File: config.mk
export PLATFORM = sky130hd
export DESIGN_NAME = sfc_frontend
export DESIGN_NICKNAME = d
export VERILOG_FILES = /design/src/rtl/sfc_pkg.sv /design/src/rtl/sfc_sync.sv /design/src/rtl/sfc_buf.sv /design/src/rtl/sfc_frontend.sv
export SDC_FILE = /design/constraint.sdc
export NUM_CORES = 1
export LEC_CHECK = 0
export ABC_AREA = 1
export BUFFER_PORTS_ARGS = -buffer_cell sky130_fd_sc_hd__buf_2
export CORE_UTILIZATION = 56
export CTS_CLUSTER_SIZE = 8
export DETAILED_ROUTE_END_ITERATION = 10
export PLACE_DENSITY = 0.8
export SLEW_MARGIN = 20
export SYNTH_ARGS = -nofsm -noshare
export SYNTH_HDL_FRONTEND = slang
export SYNTH_SLANG_ARGS = --single-unit
File: constraint.sdc
create_clock -name clock -period 3.7 [get_ports clock]
set_input_delay 0.74 -clock clock [delete_from_list [all_inputs] [get_ports clock]]
set_output_delay 0.74 -clock clock [all_outputs]
set_load 0.02 [all_outputs]
File: src/rtl/sfc_pkg.sv
// constants, types and decode helpers for the serial flash front end
`default_nettype none
package sfc_pkg;
    localparam int SFC_SYNC_STAGES = 2;
    localparam int SFC_RX_DEPTH = 2;
    localparam int SFC_ADDR_BITS = 21;
    localparam logic [3:0] SFC_BYTE_BITS = 4'h8;
    localparam logic [4:0] SFC_PIN_RST = 5'h14;
    localparam logic [7:0] SFC_FILL_BYTE = 8'hff;
    localparam int SFC_PAGE_LSB = 8;
    localparam int SFC_BLK4_LSB = 12;
    localparam int SFC_BLK32_LSB = 15;
    localparam int SFC_SECTOR_LSB = 16;
    localparam logic [1:0] SFC_ADDR_LAST = 2'h2;

    typedef enum logic [1:0] {
        SFC_DIR_NONE,
        SFC_DIR_IN,
        SFC_DIR_OUT
    } sfc_dir_t;

    typedef struct packed {
        logic known;
        logic has_addr;
        logic [1:0] dummy;
        sfc_dir_t dir;
        logic dual;
    } sfc_info_t;

    typedef enum logic [2:0] {
        SFC_IDLE,
        SFC_OPCODE,
        SFC_ADDR,
        SFC_DUMMY,
        SFC_DATA_IN,
        SFC_DATA_OUT,
        SFC_DONE,
        SFC_IGNORE
    } sfc_state_t;

    // opcode table: known, address, dummy bytes, data direction, dual
    function automatic sfc_info_t sfc_decode(input logic [7:0] op);
        sfc_info_t i;
        i = '{1'b1, 1'b0, 2'h0, SFC_DIR_NONE, 1'b0};
        unique case (op)
            8'h1b, 8'h77: i = '{1'b1, 1'b1, 2'h2, SFC_DIR_OUT, 1'b0};
            8'h0b: i = '{1'b1, 1'b1, 2'h1, SFC_DIR_OUT, 1'b0};
            8'h3b: i = '{1'b1, 1'b1, 2'h1, SFC_DIR_OUT, 1'b1};
            8'h03, 8'h3c, 8'h35:
                i = '{1'b1, 1'b1, 2'h0, SFC_DIR_OUT, 1'b0};
            8'h20, 8'h52, 8'hd8, 8'h36, 8'h39:
                i = '{1'b1, 1'b1, 2'h0, SFC_DIR_NONE, 1'b0};
            8'h02, 8'h33, 8'h34, 8'h9b:
                i = '{1'b1, 1'b1, 2'h0, SFC_DIR_IN, 1'b0};
            8'ha2: i = '{1'b1, 1'b1, 2'h0, SFC_DIR_IN, 1'b1};
            8'h01, 8'h31, 8'hf0:
                i = '{1'b1, 1'b0, 2'h0, SFC_DIR_IN, 1'b0};
            8'h05, 8'h9f: i = '{1'b1, 1'b0, 2'h0, SFC_DIR_OUT, 1'b0};
            8'h60, 8'hc7, 8'hb0, 8'hd0, 8'h06, 8'h04, 8'hb9, 8'hab:
                i = '{1'b1, 1'b0, 2'h0, SFC_DIR_NONE, 1'b0};
            default: i = '{1'b0, 1'b0, 2'h0, SFC_DIR_NONE, 1'b0};
        endcase
        return i;
    endfunction : sfc_decode

    // phase that follows the address and dummy bytes
    function automatic sfc_state_t sfc_data_phase(input sfc_info_t i);
        sfc_state_t s;
        s = SFC_DONE;
        if (i.dir == SFC_DIR_IN) begin
            s = SFC_DATA_IN;
        end else if (i.dir == SFC_DIR_OUT) begin
            s = SFC_DATA_OUT;
        end
        return s;
    endfunction : sfc_data_phase
endpackage : sfc_pkg
`default_nettype wire

File: src/rtl/sfc_sync.sv
// multi-bit two flip-flop synchroniser for the serial pins
`default_nettype none
module sfc_sync #(
    parameter int WIDTH = 5,
    parameter logic [WIDTH-1:0] RST_VAL = '0
) (
    input wire logic clock,
    input wire logic arst_n,
    input wire logic [WIDTH-1:0] async_in,
    output logic [WIDTH-1:0] sync_out
);
    logic [WIDTH-1:0] meta_reg;

    // first stage feeds only the second stage
    always_ff @(posedge clock or negedge arst_n) begin
        if (!arst_n) begin
            meta_reg <= RST_VAL;
            sync_out <= RST_VAL;
        end else begin
            meta_reg <= async_in;
            sync_out <= meta_reg;
        end
    end
endmodule : sfc_sync
`default_nettype wire

File: src/rtl/sfc_buf.sv
// small valid/ready buffer for received data bytes
`default_nettype none
module sfc_buf #(
    parameter int WIDTH = 8,
    parameter int DEPTH = 2
) (
    input wire logic clock,
    input wire logic arst_n,
    input wire logic in_valid,
    output logic in_ready,
    input wire logic [WIDTH-1:0] in_data,
    output logic out_valid,
    input wire logic out_ready,
    output logic [WIDTH-1:0] out_data
);
    localparam int PW = (DEPTH > 1) ? $clog2(DEPTH) : 1;
    logic [WIDTH-1:0] mem_reg [DEPTH];
    logic [PW-1:0] wr_reg;
    logic [PW-1:0] rd_reg;
    logic [PW:0] cnt_reg;
    logic push;
    logic pop;

    assign in_ready = (cnt_reg != (PW+1)'(DEPTH));
    assign out_valid = (cnt_reg != '0);
    assign push = in_valid & in_ready;
    assign pop = out_valid & out_ready;
    assign out_data = mem_reg[rd_reg];

    // storage writes; pointers wrap at the depth
    always_ff @(posedge clock or negedge arst_n) begin
        if (!arst_n) begin
            for (int k = 0; k < DEPTH; k++) begin
                mem_reg[k] <= '0;
            end
            wr_reg <= '0;
            rd_reg <= '0;
            cnt_reg <= '0;
        end else begin
            if (push) begin
                mem_reg[wr_reg] <= in_data;
                wr_reg <= (wr_reg == PW'(DEPTH-1)) ? '0 : wr_reg + 1'b1;
            end
            if (pop) begin
                rd_reg <= (rd_reg == PW'(DEPTH-1)) ? '0 : rd_reg + 1'b1;
            end
            cnt_reg <= cnt_reg + (PW+1)'(push) - (PW+1)'(pop);
        end
    end
endmodule : sfc_buf
`default_nettype wire

File: src/rtl/sfc_frontend.sv
// serial bus front end: framing, opcode decode, address, dual-pin data
//
// What this block does
// - works in SPI mode 0 or 3 only
// - sample on clock rise, shift out on fall
// - dual transfers move two bits per clock
// - dual program turns output pin into input
// - dual read drives input pin as output
// - every byte travels most significant bit first
// - select release ends the current command
// - unknown opcode starts nothing
// - after unknown opcode ignore bits until reselect
// - early release before address completes pulses abort
// - addressed commands carry three address bytes
// - top three address bits are ignored
// - erase blocks are aligned 4KB, 32KB, 64KB
// - pages are 256 aligned bytes
// - sectors numbered from upper address bits
// - pause input freezes clock, data and output
// - release during read floats output at once
`default_nettype none
module sfc_frontend
    import sfc_pkg::*;
#(
    parameter int RX_DEPTH = SFC_RX_DEPTH
) (
    input wire logic clock,
    input wire logic arst_n,
    input wire logic cs_n,
    input wire logic sck,
    input wire logic hold_n,
    input wire logic input_io_pin_in,
    output logic input_io_pin_out,
    output logic input_io_pin_oe,
    input wire logic output_io_pin_in,
    output logic output_io_pin_out,
    output logic output_io_pin_oe,
    output logic cmd_valid,
    output logic [7:0] cmd_opcode,
    output logic [SFC_ADDR_BITS-1:0] cmd_addr,
    output logic [4:0] cmd_sector,
    output logic [5:0] cmd_block32,
    output logic [8:0] cmd_block4,
    output logic [12:0] cmd_page,
    output logic [7:0] cmd_byte,
    output logic cmd_end,
    output logic cmd_abort,
    output logic bad_opcode,
    output logic rx_valid,
    input wire logic rx_ready,
    output logic [7:0] rx_data,
    output logic rx_overrun,
    input wire logic rd_valid,
    output logic rd_ready,
    input wire logic [7:0] rd_data
);
    ////////////////////////////////////////////////////////////////////////
    // pin synchronisers
    logic [4:0] pins_s;
    logic cs_n_s;
    logic sck_s;
    logic hold_s;
    logic sio_s;
    logic soi_s;

    sfc_sync #(
        .WIDTH(5),
        .RST_VAL(SFC_PIN_RST)
    ) u_sync (
        .clock(clock),
        .arst_n(arst_n),
        .async_in({cs_n, sck, hold_n, input_io_pin_in, output_io_pin_in}),
        .sync_out(pins_s)
    );

    assign cs_n_s = pins_s[4];
    assign sck_s = pins_s[3];
    assign hold_s = pins_s[2];
    assign sio_s = pins_s[1];
    assign soi_s = pins_s[0];

    ////////////////////////////////////////////////////////////////////////
    // clock edges and select release
    logic sck_d_reg;
    logic cs_n_d_reg;
    logic rise;
    logic fall;
    logic cs_rel;

    // delayed copies of the synchronised levels for edge detection
    always_ff @(posedge clock or negedge arst_n) begin
        if (!arst_n) begin
            sck_d_reg <= 1'b0;
            cs_n_d_reg <= 1'b1;
        end else begin
            sck_d_reg <= sck_s;
            cs_n_d_reg <= cs_n_s;
        end
    end

    // edges only count while selected and not paused
    // mode 3 idle-high clock just gives a harmless leading fall
    assign rise = sck_s & ~sck_d_reg & hold_s & ~cs_n_s;
    assign fall = ~sck_s & sck_d_reg & hold_s & ~cs_n_s;
    assign cs_rel = cs_n_s & ~cs_n_d_reg;

    ////////////////////////////////////////////////////////////////////////
    // input shifter
    sfc_state_t state_reg;
    sfc_info_t info_reg;
    logic [3:0] bit_cnt_reg;
    logic [1:0] byte_cnt_reg;
    logic [7:0] sh_reg;
    logic receiving;
    logic in_dual;
    logic [3:0] in_sum;
    logic [7:0] shifted;
    logic byte_done;
    sfc_info_t info_now;

    assign receiving = (state_reg == SFC_OPCODE) ||
                       (state_reg == SFC_ADDR) ||
                       (state_reg == SFC_DUMMY) ||
                       (state_reg == SFC_DATA_IN);
    // dual program: output pin joins as the high bit of each pair
    assign in_dual = (state_reg == SFC_DATA_IN) & info_reg.dual;
    assign in_sum = bit_cnt_reg + (in_dual ? 4'h2 : 4'h1);
    assign shifted = in_dual ? {sh_reg[5:0], soi_s, sio_s}
                             : {sh_reg[6:0], sio_s};
    assign byte_done = rise & receiving & (in_sum == SFC_BYTE_BITS);
    assign info_now = sfc_decode(shifted);

    // bit counter and shift register, cleared on every release
    always_ff @(posedge clock or negedge arst_n) begin
        if (!arst_n) begin
            bit_cnt_reg <= 4'h0;
            sh_reg <= 8'h00;
        end else if (cs_n_s) begin
            bit_cnt_reg <= 4'h0;
            sh_reg <= 8'h00;
        end else if (rise && receiving) begin
            bit_cnt_reg <= byte_done ? 4'h0 : in_sum;
            sh_reg <= shifted;
        end
    end

    ////////////////////////////////////////////////////////////////////////
    // command sequencer
    // the deselected check comes first so a release always wins
    always_ff @(posedge clock or negedge arst_n) begin
        if (!arst_n) begin
            state_reg <= SFC_IDLE;
            info_reg <= '0;
            byte_cnt_reg <= 2'h0;
        end else if (cs_n_s) begin
            state_reg <= SFC_IDLE;
            byte_cnt_reg <= 2'h0;
        end else if (state_reg == SFC_IDLE) begin
            state_reg <= SFC_OPCODE;
        end else if (byte_done) begin
            unique case (state_reg)
                SFC_OPCODE: begin
                    info_reg <= info_now;
                    byte_cnt_reg <= 2'h0;
                    if (!info_now.known) begin
                        state_reg <= SFC_IGNORE;
                    end else if (info_now.has_addr) begin
                        state_reg <= SFC_ADDR;
                    end else begin
                        state_reg <= sfc_data_phase(info_now);
                    end
                end
                SFC_ADDR: begin
                    if (byte_cnt_reg == SFC_ADDR_LAST) begin
                        byte_cnt_reg <= 2'h0;
                        if (info_reg.dummy != 2'h0) begin
                            state_reg <= SFC_DUMMY;
                        end else begin
                            state_reg <= sfc_data_phase(info_reg);
                        end
                    end else begin
                        byte_cnt_reg <= byte_cnt_reg + 2'h1;
                    end
                end
                SFC_DUMMY: begin
                    if (byte_cnt_reg + 2'h1 == info_reg.dummy) begin
                        byte_cnt_reg <= 2'h0;
                        state_reg <= sfc_data_phase(info_reg);
                    end else begin
                        byte_cnt_reg <= byte_cnt_reg + 2'h1;
                    end
                end
                default: begin
                    state_reg <= state_reg;
                end
            endcase
        end
    end

    ////////////////////////////////////////////////////////////////////////
    // command report to the core
    logic cmd_valid_reg;
    logic [7:0] op_reg;
    logic [23:0] addr_reg;
    logic end_reg;
    logic abort_reg;
    logic bad_reg;
    logic addr_done;

    assign addr_done = byte_done & (state_reg == SFC_ADDR) &
                       (byte_cnt_reg == SFC_ADDR_LAST);

    // command is announced only once opcode and address are complete
    always_ff @(posedge clock or negedge arst_n) begin
        if (!arst_n) begin
            cmd_valid_reg <= 1'b0;
            op_reg <= 8'h00;
            addr_reg <= 24'h000000;
        end else begin
            cmd_valid_reg <= 1'b0;
            if (byte_done && state_reg == SFC_OPCODE) begin
                op_reg <= shifted;
                addr_reg <= 24'h000000;
                cmd_valid_reg <= info_now.known & ~info_now.has_addr;
            end
            if (byte_done && state_reg == SFC_ADDR) begin
                addr_reg <= {addr_reg[15:0], shifted};
                cmd_valid_reg <= addr_done;
            end
        end
    end

    // end, abort and unknown-opcode pulses
    always_ff @(posedge clock or negedge arst_n) begin
        if (!arst_n) begin
            end_reg <= 1'b0;
            abort_reg <= 1'b0;
            bad_reg <= 1'b0;
        end else begin
            bad_reg <= byte_done & (state_reg == SFC_OPCODE) &
                       ~info_now.known;
            abort_reg <= cs_rel & ((state_reg == SFC_OPCODE) ||
                                   (state_reg == SFC_ADDR));
            end_reg <= cs_rel & ((state_reg == SFC_DUMMY) ||
                                 (state_reg == SFC_DATA_IN) ||
                                 (state_reg == SFC_DATA_OUT) ||
                                 (state_reg == SFC_DONE));
        end
    end

    assign cmd_valid = cmd_valid_reg;
    assign cmd_opcode = op_reg;
    assign cmd_addr = addr_reg[SFC_ADDR_BITS-1:0];
    // geometry fields are plain slices of the aligned address
    assign cmd_sector = addr_reg[SFC_ADDR_BITS-1:SFC_SECTOR_LSB];
    assign cmd_block32 = addr_reg[SFC_ADDR_BITS-1:SFC_BLK32_LSB];
    assign cmd_block4 = addr_reg[SFC_ADDR_BITS-1:SFC_BLK4_LSB];
    assign cmd_page = addr_reg[SFC_ADDR_BITS-1:SFC_PAGE_LSB];
    assign cmd_byte = addr_reg[SFC_PAGE_LSB-1:0];
    assign cmd_end = end_reg;
    assign cmd_abort = abort_reg;
    assign bad_opcode = bad_reg;

    ////////////////////////////////////////////////////////////////////////
    // received data path; the host cannot be stalled, so a full
    // buffer drops the byte and reports it rather than corrupt one
    logic rx_push;
    logic rx_in_ready;
    logic ovr_reg;

    assign rx_push = byte_done & (state_reg == SFC_DATA_IN);

    sfc_buf #(
        .WIDTH(8),
        .DEPTH(RX_DEPTH)
    ) u_rx_buf (
        .clock(clock),
        .arst_n(arst_n),
        .in_valid(rx_push),
        .in_ready(rx_in_ready),
        .in_data(shifted),
        .out_valid(rx_valid),
        .out_ready(rx_ready),
        .out_data(rx_data)
    );

    // overrun pulse when a byte meets a full buffer
    always_ff @(posedge clock or negedge arst_n) begin
        if (!arst_n) begin
            ovr_reg <= 1'b0;
        end else begin
            ovr_reg <= rx_push & ~rx_in_ready;
        end
    end

    assign rx_overrun = ovr_reg;

    ////////////////////////////////////////////////////////////////////////
    // output shifter, updated on falling clock edges
    logic [3:0] out_cnt_reg;
    logic [7:0] out_sh_reg;
    logic [3:0] out_sum;
    logic [7:0] out_src;
    logic sending;
    logic so_reg;
    logic si_reg;
    logic so_oe_reg;
    logic si_oe_reg;

    assign sending = fall & (state_reg == SFC_DATA_OUT);
    // a missing byte reads as the fill value; the core must keep up
    assign out_src = (out_cnt_reg != 4'h0) ? out_sh_reg :
                     (rd_valid ? rd_data : SFC_FILL_BYTE);
    assign out_sum = out_cnt_reg + (info_reg.dual ? 4'h2 : 4'h1);
    assign rd_ready = sending & (out_cnt_reg == 4'h0);

    // bits leave msb first; dual puts the upper bit of each pair on
    // the output pin and the lower on the input pin
    always_ff @(posedge clock or negedge arst_n) begin
        if (!arst_n) begin
            out_cnt_reg <= 4'h0;
            out_sh_reg <= 8'h00;
            so_reg <= 1'b0;
            si_reg <= 1'b0;
        end else if (cs_n_s) begin
            out_cnt_reg <= 4'h0;
        end else if (sending) begin
            so_reg <= out_src[7];
            si_reg <= out_src[6];
            out_sh_reg <= info_reg.dual ? {out_src[5:0], 2'b00}
                                        : {out_src[6:0], 1'b0};
            out_cnt_reg <= (out_sum == SFC_BYTE_BITS) ? 4'h0 : out_sum;
        end
    end

    // drivers switch on at the first data fall, off at release
    always_ff @(posedge clock or negedge arst_n) begin
        if (!arst_n) begin
            so_oe_reg <= 1'b0;
            si_oe_reg <= 1'b0;
        end else if (cs_n_s || state_reg != SFC_DATA_OUT) begin
            so_oe_reg <= 1'b0;
            si_oe_reg <= 1'b0;
        end else if (sending) begin
            so_oe_reg <= 1'b1;
            si_oe_reg <= info_reg.dual;
        end
    end

    // pause floats the pins at once without losing the byte position
    assign output_io_pin_out = so_reg;
    assign input_io_pin_out = si_reg;
    assign output_io_pin_oe = so_oe_reg & hold_s & ~cs_n_s;
    assign input_io_pin_oe = si_oe_reg & hold_s & ~cs_n_s;
endmodule : sfc_frontend
`default_nettype wire

Word-level counts from Yosys, hierarchy flattened. Cells that the tools add are included.

Add/subtract/negate cells: 7. Magnitude comparators: 3. Eq/ne operators: 49. Muxes and demuxes: 50. Bitwise operators: 37. Reduce and logical (&&, ||, !) cells: 35.

Operators by type and width (number): $eq 8x8->1 const B (10); $eq 8x6->1 const B (9); $pmux 7 s10 (1); $mux 8 (8); $mux 21 (2); $and 1x1->1 (27); $eq 8x3->1 const B (3); $eq 8x7->1 const B (3); $mux 3 (8); $mux 4 (6); $mux 2 (11); $bwmux 16 (1); $eq 8x2->1 const B (2); $mux 7 (2); $reduce_bool 2->1 (7); $eq 3x3->1 const B (3); $pmux 3 s3 (1); $add 4x2->4 (2); $demux 8 s1 (1); $eq 4x4->1 const B (2); $eq 8x1->1 const B (1); $eq 8x4->1 const B (1); $eq 8x5->1 const B (1); $mux 1 (8); other kinds (33) (61).

Flip-flop bits (word level): 103. Output and inout port bits: 89. Word-level logic and storage cells: 210.

Longest topological paths before layout. Gate-level depths: netlist of the first run.

Depth after elaboration: 15. Gate-level depth with buffers: 20. Mapped depth without buffers: 19.

Cells and area by module. From an unflattened synthesis of the first run, not the netlist that was laid out.

Cells, all modules: 712. Area, all modules: 5672.9 µm².

Modules (own cells, without submodules): sfc_frontend (instances 1, cells each 576, area each 4413.0 µm²); sfc_buf (instances 1, cells each 126, area each 1004.7 µm²); sfc_sync (instances 1, cells each 10, area each 255.2 µm²).

Worst setup path before layout of the first run. No wires, ideal clock.

Kind: register -> register. Start point: register state_reg[1]. End point: register u_rx_buf.cnt_reg[1]. Data arrival time: 2.413 ns. Required time: 3.571 ns. Path slack: 1.159 ns. Stages on the path, launching flop included: 18. Buffers on the path: 1. Path through: dfrtp_1 nor2_4 nand3_4 buf_6 ha_1 ha_1 inv_1 nand2_2 xor2_2 nand2_2 clkinv_1 nand2_2 nor2_2 nand2_2 inv_4 ha_1 xnor2_1 xor2_1.

Longest elaborated chain between the ends: 10. Elaborated cells between the ends (all ways): 17. Those cells by class: add/sub: 3; eq/ne: 5; mux: 1; bitwise: 5; reduce/logical: 3.

Ends and longest elaborated chain: from (decl) (RTL line sfc_frontend.sv:109) `sfc_state_t state_reg;`; from (signal assigned) (RTL line sfc_frontend.sv:170) `state_reg <= sfc_data_phase(info_now);`; from (signal assigned) (RTL line sfc_frontend.sv:179) `state_reg <= sfc_data_phase(info_reg);`; from (signal assigned) (RTL line sfc_frontend.sv:188) `state_reg <= sfc_data_phase(info_reg);`; $eq 3x3->1 (tied with other cells) (RTL line sfc_frontend.sv:124, sfc_frontend.sv:126, sfc_frontend.sv:271); $and 1x1->1 or $logic_or 1x1->1 (tied branches) (RTL line sfc_frontend.sv:126, sfc_frontend.sv:121); $mux 2 or $logic_or 1x1->1 (tied branches) (RTL line sfc_frontend.sv:127, sfc_frontend.sv:122); $add 4x2->4 or $logic_or 1x1->1 (tied branches) (RTL line sfc_frontend.sv:127, sfc_frontend.sv:123); $eq 4x4->1 or $and 1x1->1 (tied branches) (RTL line sfc_frontend.sv:130) `assign byte_done = rise & receiving & (in_sum == SFC_BYTE_BITS);`; $and 1x1->1 (RTL line sfc_frontend.sv:130); $and 1x1->1 * (RTL line sfc_frontend.sv:271) `assign rx_push = byte_done & (state_reg == SFC_DATA_IN);`; $and 1x1->1 * (RTL line sfc_buf.sv:26) `assign push = in_valid & in_ready;`; named net u_rx_buf.push (RTL line sfc_buf.sv:21) `logic push;`; $add 2x1->2 * (RTL line sfc_buf.sv:47) `cnt_reg <= cnt_reg + (PW+1)'(push) - (PW+1)'(pop);`; $sub 2x1->2 * (RTL line sfc_buf.sv:47); to (signal assigned) (RTL line sfc_buf.sv:47); to (decl) (RTL line sfc_buf.sv:20) `logic [PW:0] cnt_reg;`.

Mark *: on every way through the listed nets, which the timed path passes. The rest lies on a longest branch. A chain may end at the register's enable or synchronous reset.

Final worst setup path of the first run.
Start point: register state_reg[1]. End point: register addr_reg[10].

Longest elaborated chain between the ends: 8. Elaborated cells between the ends (all ways): 17. Those cells by class: add/sub: 1; eq/ne: 5; mux: 2; bitwise: 3; reduce/logical: 6.

Ends and longest elaborated chain: $eq 3x3->1 (tied with other cells) (RTL line sfc_frontend.sv:124, sfc_frontend.sv:126); $and 1x1->1 or $logic_or 1x1->1 (tied branches) (RTL line sfc_frontend.sv:126, sfc_frontend.sv:121); $mux 2 or $logic_or 1x1->1 (tied branches) (RTL line sfc_frontend.sv:127, sfc_frontend.sv:122); $add 4x2->4 or $logic_or 1x1->1 (tied branches) (RTL line sfc_frontend.sv:127, sfc_frontend.sv:123); $eq 4x4->1 or $and 1x1->1 (tied branches) (RTL line sfc_frontend.sv:130); $and 1x1->1 (RTL line sfc_frontend.sv:130); $logic_and 1x1->1 (on tied branches) (RTL line sfc_frontend.sv:226, sfc_frontend.sv:221); $mux 21 or $reduce_bool 2->1 (tied branches); to (signal assigned) (RTL line sfc_frontend.sv:227) `addr_reg <= {addr_reg[15:0], shifted};`; to (decl) (RTL line sfc_frontend.sv:204) `logic [23:0] addr_reg;`.

Several ways; a longest one is shown, not always the timed one.

==> results of run 1 <==
==> metrics by stage <==
stage          total power [W]  instance area (sq um)  hold slack [ps]  util [%]
2_1_floorplan          0.00161                   5630              331         -
3_3_place_gp           0.00171                   5970              333      61.0
3_5_place_dp           0.00174                   5970              339      61.0
4_1_cts                0.00244                   6170              361      63.1
5_1_grt                0.00255                   6170              364      63.1
6_report               0.00243                   6170              358      63.1
==> per-layer routing <==
layer	routed length, microns	global-route usage (%)	up-vias
li1	-	-	2304
met1	5480	31.8	2230
met2	5880	41.2	156
met3	564	4.04	30
met4	315	10.0	0
met5	0	0	-
==> final cells by class <==
class | count | area [sq um]
clock inverter | 4 | 55.1
clock buffer | 12 | 145
multi-input combinational | 446 | 2340
timing repair buffer | 112 | 593
fill | 878 | 3610
tap | 133 | 166
sequential | 102 | 2560
inverter | 80 | 303
==> where the power goes <==
| group | switching, W | leakage [nW] | internal (W) |
|---|---|---|---|
| sequential | 0.0000800 | 1.34 | 0.00119 |
| clock | 0.000378 | 0.0972 | 0.000336 |
| combinational | 0.000322 | 1.87 | 0.000133 |
| total | 0.000779 | 3.31 | 0.00165 |
==> how the worst min path moves through the flow <==
stage | start | to | slack (ps) | cells after the start
2_1_floorplan | u_sync.meta_reg[0] | u_sync.sync_out[0] | 330 | 0
3_3_place_gp | u_sync.meta_reg[1] | u_sync.sync_out[1] | 330 | 0
3_5_place_dp | u_sync.meta_reg[3] | u_sync.sync_out[3] | 340 | 0
4_1_cts | u_sync.meta_reg[3] | u_sync.sync_out[3] | 360 | 0
5_1_grt | u_sync.meta_reg[4] | u_sync.sync_out[4] | 360 | 0
6_report | u_sync.meta_reg[3] | u_sync.sync_out[3] | 360 | 0
==> placed cells by master (no fill, tap or decap), types with 3 or more instances in the layout <==
cell / synthesis / final
buf_4: 46 / 7
clkbuf_8: 0 / 10
dfrtp_1: 97 / 97
o21ai_2: 16 / 16
nand2_4: 5 / 5
a21oi_1: 9 / 9
nor2_1: 55 / 55
nand2_2: 22 / 22
inv_2: 5 / 5
xnor2_1: 3 / 3
nand4_1: 16 / 16
clkinv_1: 4 / 4
o22ai_1: 26 / 26
inv_1: 70 / 70
ha_1: 11 / 11
nand3_1: 27 / 27
nor2_2: 6 / 6
nor2_4: 4 / 4
nor3_1: 6 / 5
o21ai_1: 9 / 9
xor2_1: 3 / 3
o21ai_0: 44 / 44
buf_2: 4 / 104
nand2_1: 167 / 167
dfstp_2: 5 / 5
==> cell families (layout without fill, tap and decap cells) <==
logic type,count (synthesis),in the layout,share of synthesized area [%]
AOI/OAI and AO/OA,112,112,12.0
xor gates and xnor gates,7,7,1.22
adders and majority gates,12,12,2.80
buffers and inverters,141,208,13.0
DFF,102,102,45.4
and+or+nand+nor,315,315,25.5
==> summary.json, run 1 <==
{
  "die": {
    "placementRows": 36,
    "coreArea_sq_um": 9770,
    "floorplan.initialDensity_pct": 57.6,
    "count_of_pins_on_the_block_boundary": 106,
    "floorplan.die.height_microns": 102,
    "die_width_microns": 102,
    "total_die_area_sq_um": 10500
  },
  "synthesis": {
    "synth_enable_flop_cells": 0,
    "mappedNetlistNets": 718,
    "synth_flop_cell": "dfrtp_1",
    "yosys_warnings": 0,
    "ys_top_cells_by_area": "dfrtp_1 43%, nand2_1 11%, buf_4 6.1%",
    "syn_area_per_cell_sq_um": 8.17,
    "synth_common_cells": "167 x nand2_1, 97 x dfrtp_1, 70 x inv_1",
    "synth_top_area_share_pct": 43.1,
    "yosysUniqueCellTypes": 40,
    "gate_count_post_synth": 689,
    "synth.largest_area_cell": "dfrtp_1",
    "synth_area_sq_um": 5630,
    "synth.ff_latch_count": 102,
    "yosysSeqAreaShare_pct": 45.4,
    "top_count_cell_post_synth": "nand2_1",
    "async_flop_share_pct": 100
  },
  "critical_path": {
    "cp_depth": 14,
    "setup.worst_path.end_class": "flip-flop",
    "reg2reg_slack_ps": 580,
    "cp.arrival_ps": 3390,
    "critical_path_rt_ps": 3970,
    "critical_path.reg2reg.startpoint": "state_reg[1]",
    "cp_num_buf_inv": 3,
    "setup.worst_path.class": "reg2reg",
    "r2r_cells": 14,
    "path_delay_family": "simple AND/OR/NAND/NOR gates",
    "setup.worst_path.end": "addr_reg[10]",
    "critical-path-top-cell-by-count": "nand2_2",
    "worstSetupStartpoint": "state_reg[1]",
    "slowest_stage": "dfrtp_1",
    "cp_cell_sequence": "nor2_4 > nand3_4 > ha_1 > ha_1 > inv_1 > nand2_2 > xor2_2 > nand2_2 > clkinv_1 > nand2_2 > nor2_4 > inv_2 > nand2_1 > o22ai_1",
    "setup.worst_path.start_class": "flip-flop",
    "cp_max_fo": 18,
    "cp_slowest_stage_delay_ps": 450,
    "worstReg2RegEnd": "addr_reg[10]"
  },
  "clocking": {
    "cts_hold_buffers": 0,
    "cts.sink_count": 102,
    "cts-htree-levels": 3,
    "post_cts.repair.setup_buffers": 0,
    "clk_path_buf_depth": 2,
    "tritoncts": "yes",
    "clock_tree.root_cell": "clkbuf_8",
    "clkLatencyLatePin_ps": 360,
    "cts.reportedPaths.clkPinSlew_ps": 100,
    "post_cts_resized": 0,
    "cts_inserted_buffers": 9
  },
  "grt": {
    "grt_pass1_wl_microns": 20000,
    "grt_start_max_net_pins": 58,
    "all_layer_gr_usage_pct": 24.6,
    "number_of_global_route_vias_before_repair": 4447,
    "overflow": 0,
    "antenna_violations_before_repair": 0
  },
  "detailed_routing": {
    "vias": 4720,
    "drtIter0Drc": 226,
    "detail_route.wl_per_cell_microns": 13.8,
    "drc": 0,
    "drt_pre_antenna_iters": 5,
    "routed_via_density": 5.31,
    "drtAntennaViolNets": 0,
    "routed_wl_microns": 12200
  },
  "placed_design": {
    "detailedPlacementHpwl_microns": 8840,
    "globalplace.congestion": 0.893,
    "placed_instances": 873,
    "placement.setup.worst_slack_ps": 654,
    "io_buffer_count": 105
  },
  "pwr": {
    "power_per_cell_area_nw_per_um2": 395,
    "power_leakage_nw": 3.31,
    "vdd_drop_max_mv": 0.217
  },
  "finish": {
    "drive_above_1_share_pct": 25.8,
    "largest_register_ff_count": 21,
    "final_nets": 780,
    "layout_cells_excl_fill": 889,
    "syn_to_layout_area_delta_pct": 9.51,
    "num_antenna_cells": 0
  },
  "sta": {
    "setup_viol": 0,
    "slew_hr_pct": 54.4,
    "clock-skew-final_ps": 8.83,
    "timing.final.crit_period_ps": 3120,
    "max_clock_freq_mhz": 320,
    "slew_viol_final": 0,
    "report.final.hold_viol_count": 0,
    "final_critical_path_setup_slack_ps": 577,
    "final_min_period_over_clock_period_pct": 84.4,
    "finalSetupTns_ps": 0,
    "worst-slew-pin-transition_ps": 683,
    "grt_setup_unrepaired": "no"
  },
  "run_status": {
    "result_of_the_run": "complete, no violations"
  },
  "hold_path": {
    "worstHoldPathType": "reg2reg"
  },
  "job": {
    "maxCapViolations": 0
  }
}
No activity file was read; power rests on OpenSTA's default activity.
==> run 2, diff against run 1 <==
--- a/config.mk
+++ b/config.mk
@@ -7,10 +7,10 @@
 export LEC_CHECK = 0
 export ABC_AREA = 1
 export BUFFER_PORTS_ARGS = -buffer_cell sky130_fd_sc_hd__buf_2
-export CORE_UTILIZATION = 56
+export CORE_UTILIZATION = 51
 export CTS_CLUSTER_SIZE = 8
 export DETAILED_ROUTE_END_ITERATION = 10
-export PLACE_DENSITY = 0.8
+export PLACE_DENSITY = 0.77
 export SLEW_MARGIN = 20
 export SYNTH_ARGS = -nofsm -noshare
 export SYNTH_HDL_FRONTEND = slang
==> constraint.sdc (replaced) <==
create_clock -name clock -period 2.57 [get_ports clock]
set_input_delay 0.514 -clock clock [delete_from_list [all_inputs] [get_ports clock]]
set_output_delay 0.514 -clock clock [all_outputs]
set_load 0.02 [all_outputs]
==> summary.json, run 2 (synthesis results as in run 1) <==
{
  "detailed_routing": {
    "drc": 0,
    "drtAntennaViolNets": 0,
    "drtIter0Drc": 251,
    "drt_pre_antenna_iters": 5,
    "routed_wl_microns": 13200,
    "detail_route.wl_per_cell_microns": 14.3,
    "vias": 4949,
    "routed_via_density": 5.35
  },
  "clocking": {
    "clock_tree.root_cell": "clkbuf_8",
    "cts.sink_count": 102,
    "clkLatencyLatePin_ps": 370,
    "tritoncts": "yes",
    "cts_hold_buffers": 0,
    "clk_path_buf_depth": 2,
    "cts-htree-levels": 3,
    "cts_inserted_buffers": 9,
    "cts.reportedPaths.clkPinSlew_ps": 100
  },
  "critical_path": {
    "setup.worst_path.class": "reg2reg",
    "r2r_cells": 16,
    "reg2reg_slack_ps": 100,
    "critical_path_rt_ps": 2870,
    "cp.arrival_ps": 2770,
    "setup.worst_path.start_class": "flip-flop",
    "setup.worst_path.end_class": "flip-flop",
    "cp_max_fo": 8
  },
  "sta": {
    "slew_viol_final": 0,
    "max_clock_freq_mhz": 405,
    "timing.final.crit_period_ps": 2470,
    "report.final.hold_viol_count": 0,
    "final_min_period_over_clock_period_pct": 96.2,
    "final_critical_path_setup_slack_ps": 97.9,
    "clock-skew-final_ps": 9.82,
    "setup_viol": 0,
    "worst-slew-pin-transition_ps": 630,
    "slew_hr_pct": 58.0
  },
  "finish": {
    "drive_above_1_share_pct": 31.6,
    "design_area_sq_um": 6610,
    "final_nets": 813,
    "num_antenna_cells": 0,
    "largest_register_ff_count": 21,
    "syn_to_layout_area_delta_pct": 17.4,
    "utilization_pct": 62.9,
    "final_common_cell": "nand2_1",
    "mostFrequentLayoutCells": "160 x nand2_1, 105 x buf_2, 97 x dfrtp_1"
  },
  "die": {
    "coreArea_sq_um": 10500,
    "floorplan.initialDensity_pct": 53.6,
    "floorplan.die.height_microns": 107,
    "die_width_microns": 107,
    "placementRows": 37,
    "count_of_pins_on_the_block_boundary": 106,
    "total_die_area_sq_um": 11500
  },
  "grt": {
    "antenna_violations_before_repair": 0,
    "number_of_global_route_vias_before_repair": 4510,
    "all_layer_gr_usage_pct": 23.2,
    "grt_pass1_wl_microns": 20800,
    "grt_start_max_net_pins": 47,
    "overflow": 0
  },
  "hold_path": {
    "worstHoldPathType": "in2async"
  },
  "pwr": {
    "vdd_drop_max_mv": 0.456,
    "power_per_cell_area_nw_per_um2": 565,
    "power_leakage_nw": 3.53,
    "finalPower_w": 0.00374
  },
  "run_status": {
    "result_of_the_run": "complete, no violations"
  },
  "job": {
    "maxCapViolations": 0
  },
  "placed_design": {
    "globalplace.congestion": 0.974,
    "io_buffer_count": 105,
    "placement.cell_area_sq_um": 6100,
    "detailedPlacementHpwl_microns": 9190,
    "placement.setup.worst_slack_ps": -2.45
  }
}
run 2: changes by cell type in the layout (fill, tap and decap cells not counted), moves of 3 or more:
cell | before | now
buf_4 | 7 | 33
nand2_1 | 167 | 160
buf_6 | 0 | 4
nand2_4 | 5 | 9
nor2_4 | 4 | 8
ha_1 | 11 | 8
ha_4 | 0 | 3
nand2_2 | 22 | 25
nor2_1 | 55 | 52
run 2: metal layers:
layer / vias to the layer above / share of wire (%) / track usage [%]
met2: 199 / 48 / 38.0
met5: - / 0 / 0
met1: 2336 / 42 / 29.7
met4: 0 / 3.3 / 9.98
li1: 2376 / - / -
met3: 38 / 6.6 / 4.86
run 2: where the power goes:
group	switching (W)	internal, W	total [W]
registers	0.0000763	0.00171	0.00178
logic	0.000548	0.000296	0.000844
clock network	0.000534	0.000575	0.00111
total	0.00116	0.00258	0.00374
run 2: area by class of cell:
class | instances | area, sq um
sequential | 102 | 2560
multi-input combinational | 446 | 2480
timing repair buffer | 145 | 873
clock buffer | 12 | 145
clock inverter | 4 | 72.6
fill | 907 | 3900
inverter | 80 | 305
tap | 136 | 170
run 2: what timing repair did:
action / in CTS / in global routing
cloned: 0 / 1
buffers inserted: 4 / 12
endpoints found under the setup margin: 1 / 45
pin swaps: 1 / 19
gates resized for setup: 0 / 41
run 2: critical path, cell delays in order (launching register included):
cell and delay, ps:
dfrtp_1 420, nor2_4 200, nand3_4 180, ha_4 220, ha_4 160, inv_2 40
nand2_2 50, xor2_2 170, nand2_2 90, inv_2 80, nand2_4 80, nor2_4 120
nand2_2 70, inv_4 90, ha_4 140, xnor2_2 120, xor2_1 150
run 2: per-stage QoR:
stage | instances | setup TNS, ps | hold WS (ps)
floorplan | 689 | 0 | 218
global placement | 892 | 0 | 334
detailed placement | 892 | -2.45 | 337
CTS | 912 | 0 | 164
global route | 925 | -145 | 173
finish | 925 | 0 | 144
run 2: final timing paths:
path,from,to
max,state_reg[1],u_rx_buf.cnt_reg[1]
max in group asynchronous,arst_n,cs_n_d_reg
max reg2reg,state_reg[1],u_rx_buf.cnt_reg[1]
min,arst_n,u_rx_buf.mem_reg[12]
min reg2reg,u_sync.meta_reg[3],u_sync.sync_out[3]
min in group clock,hold_n,u_sync.meta_reg[2]
==> run 3, diff against run 2 <==
--- a/config.mk
+++ b/config.mk
@@ -7,10 +7,12 @@
 export LEC_CHECK = 0
 export ABC_AREA = 1
 export BUFFER_PORTS_ARGS = -buffer_cell sky130_fd_sc_hd__buf_2
-export CORE_UTILIZATION = 51
+export CELL_PAD_IN_SITES_DETAIL_PLACEMENT = 1
+export CELL_PAD_IN_SITES_GLOBAL_PLACEMENT = 1
+export CORE_UTILIZATION = 37
 export CTS_CLUSTER_SIZE = 8
 export DETAILED_ROUTE_END_ITERATION = 10
-export PLACE_DENSITY = 0.77
+export PLACE_DENSITY_LB_ADDON = 0.1
 export SLEW_MARGIN = 20
 export SYNTH_ARGS = -nofsm -noshare
 export SYNTH_HDL_FRONTEND = slang
==> summary.json, run 3 (synthesis results as in run 1) <==
{
  "die": {
    "die_width_microns": 125,
    "count_of_pins_on_the_block_boundary": 106,
    "floorplan.die.height_microns": 125,
    "floorplan.initialDensity_pct": 38.3,
    "coreArea_sq_um": 14700,
    "total_die_area_sq_um": 15700,
    "placementRows": 44
  },
  "critical_path": {
    "setup.worst_path.end_class": "flip-flop",
    "cp_max_fo": 6,
    "reg2reg_slack_ps": 140,
    "r2r_cells": 17,
    "worstReg2RegEnd": "state_reg[1]",
    "critical_path.reg2reg.startpoint": "state_reg[0]",
    "cp.arrival_ps": 2670,
    "critical_path_rt_ps": 2810,
    "setup.worst_path.class": "reg2reg",
    "setup.worst_path.start_class": "flip-flop"
  },
  "pwr": {
    "net_switching_power_w": 0.00128,
    "finalPower_w": 0.00411,
    "power_leakage_nw": 3.64,
    "p_comb_share_pct": 21.0,
    "power_per_cell_area_nw_per_um2": 598,
    "seq_power_share_pct": 43.5,
    "power_report.internal_total_w": 0.00283,
    "clock_power_share_pct": 35.4,
    "netSwitchingFraction_pct": 31.1,
    "vdd_drop_max_mv": 0.366
  },
  "job": {
    "maxCapViolations": 0
  },
  "sta": {
    "worst-slew-pin-transition_ps": 470,
    "report.final.hold_viol_count": 0,
    "clock-skew-final_ps": 8.86,
    "timing.final.crit_period_ps": 2430,
    "finalSetupTns_ps": 0,
    "final_min_period_over_clock_period_pct": 94.5,
    "setup_viol": 0,
    "grt_setup_unrepaired": "yes",
    "max_clock_freq_mhz": 412,
    "slew_viol_final": 0,
    "slew_hr_pct": 68.6
  },
  "grt": {
    "grt_start_max_net_pins": 48,
    "gr-usage-met2_pct": 33.7,
    "overflow": 0,
    "all_layer_gr_usage_pct": 19.9,
    "number_of_global_route_vias_before_repair": 5002,
    "busiest_layer": "met2",
    "globalRouteMet3Util_pct": 2.57,
    "grt_pass1_wl_microns": 24900,
    "antenna_violations_before_repair": 0,
    "met1_track_demand_over_resource_in_global_routing_pct": 25.9
  },
  "finish": {
    "final_nets": 822,
    "mostFrequentLayoutCells": "160 x nand2_1, 104 x buf_2, 95 x dfrtp_1",
    "layout_cells_excl_fill": 982,
    "largest_register_ff_count": 21,
    "design_area_sq_um": 6870,
    "num_antenna_cells": 0,
    "syn_to_layout_area_delta_pct": 22.0,
    "drive_above_1_share_pct": 32.6,
    "final_common_cell": "nand2_1"
  },
  "detailed_routing": {
    "drtAntennaViolNets": 0,
    "vias": 4890,
    "drtIter0Drc": 193,
    "drc": 15,
    "routed_wl_microns": 15100,
    "routed_via_density": 4.98,
    "detail_route.wl_per_cell_microns": 15.3,
    "drt_pre_antenna_iters": 10
  },
  "placed_design": {
    "io_buffer_count": 105,
    "detailedPlacementHpwl_microns": 11000,
    "placement.cell_area_sq_um": 6280,
    "placed_instances": 953,
    "globalplace.congestion": 0.865
  },
  "hold_path": {
    "worstHoldPathType": "in2async"
  },
  "clocking": {
    "cts-htree-levels": 3,
    "cts_inserted_buffers": 9,
    "tritoncts": "yes",
    "cts.sink_count": 102,
    "cts_hold_buffers": 0,
    "clk_path_buf_depth": 2,
    "clkLatencyLatePin_ps": 350,
    "clock_tree.root_cell": "clkbuf_16",
    "cts.reportedPaths.clkPinSlew_ps": 70
  },
  "run_status": {
    "result_of_the_run": "finished, violations left",
    "violated_checks": "DRC"
  }
}
run 3: worst max-delay path by stage:
stage / startpoint / endpoint / slack, ps / cells after the start
after CTS: state_reg[1] / state_reg[1] / 10 / 15
after global placement: state_reg[1] / state_reg[1] / 120 / 15
after global routing: state_reg[0] / state_reg[1] / -60 / 17
after floorplan: state_reg[1] / u_rx_buf.cnt_reg[1] / 30 / 17
after detailed placement: state_reg[1] / u_rx_buf.cnt_reg[1] / 30 / 19
final: state_reg[0] / state_reg[1] / 140 / 17
run 3: layout make-up:
class                      count  area, sq um
clock buffer                  11          253
clock inverter                 5         62.6
fill                        1803         7830
inverter                      80          303
multi-input combinational    446         2480
sequential                   102         2560
tap                          184          230
timing repair buffer         154          978
run 3: power by group through the flow:
stage                     logic (W)  registers (W)  clock network (W)
after floorplan            0.000517        0.00180                  0
after global placement     0.000776        0.00181                  0
after detailed placement   0.000802        0.00182                  0
after CTS                  0.000807        0.00179            0.00149
after global routing       0.000975        0.00180            0.00155
final                      0.000864        0.00179            0.00146
run 3: worst max-delay path, cell delays in order (launching register included):
cell and delay (ps):
dfrtp_1 400, nor2_4 200, nand3_4 160, buf_6 160, nand2_1 90, nand2_4 90
nand2_4 100, inv_1 50, nand2_1 50, nand2_1 60, nand2_1 90, nand3_2 80
nor3_2 220, ha_1 270, nor2_1 110, nand3_1 80, nand2_1 60, nand2_1 40
run 3: metrics by stage:
stage          setup slack (ps)  utilization [%]  hold WS [ps]
2_1_floorplan              28.6                -           218
5_1_grt                   -62.5             46.7           133
4_1_cts                    11.3             44.9           119
3_5_place_dp               32.9             42.8           337
6_report                    142             46.7           107
3_3_place_gp                122             42.8           334
run 3: what timing repair did:
action,CTS,global route
setup endpoints to repair,0,54
setup buffers,0,12
hold endpoints to repair,0,0
gates resized for setup,0,39
run 3: metal layers:
| layer | vias up | wire length [microns] |
|---|---|---|
| met5 | - | 0 |
| met4 | 0 | 329 |
| met3 | 21 | 457 |
| met2 | 108 | 7340 |
| met1 | 2368 | 6930 |
| li1 | 2393 | - |
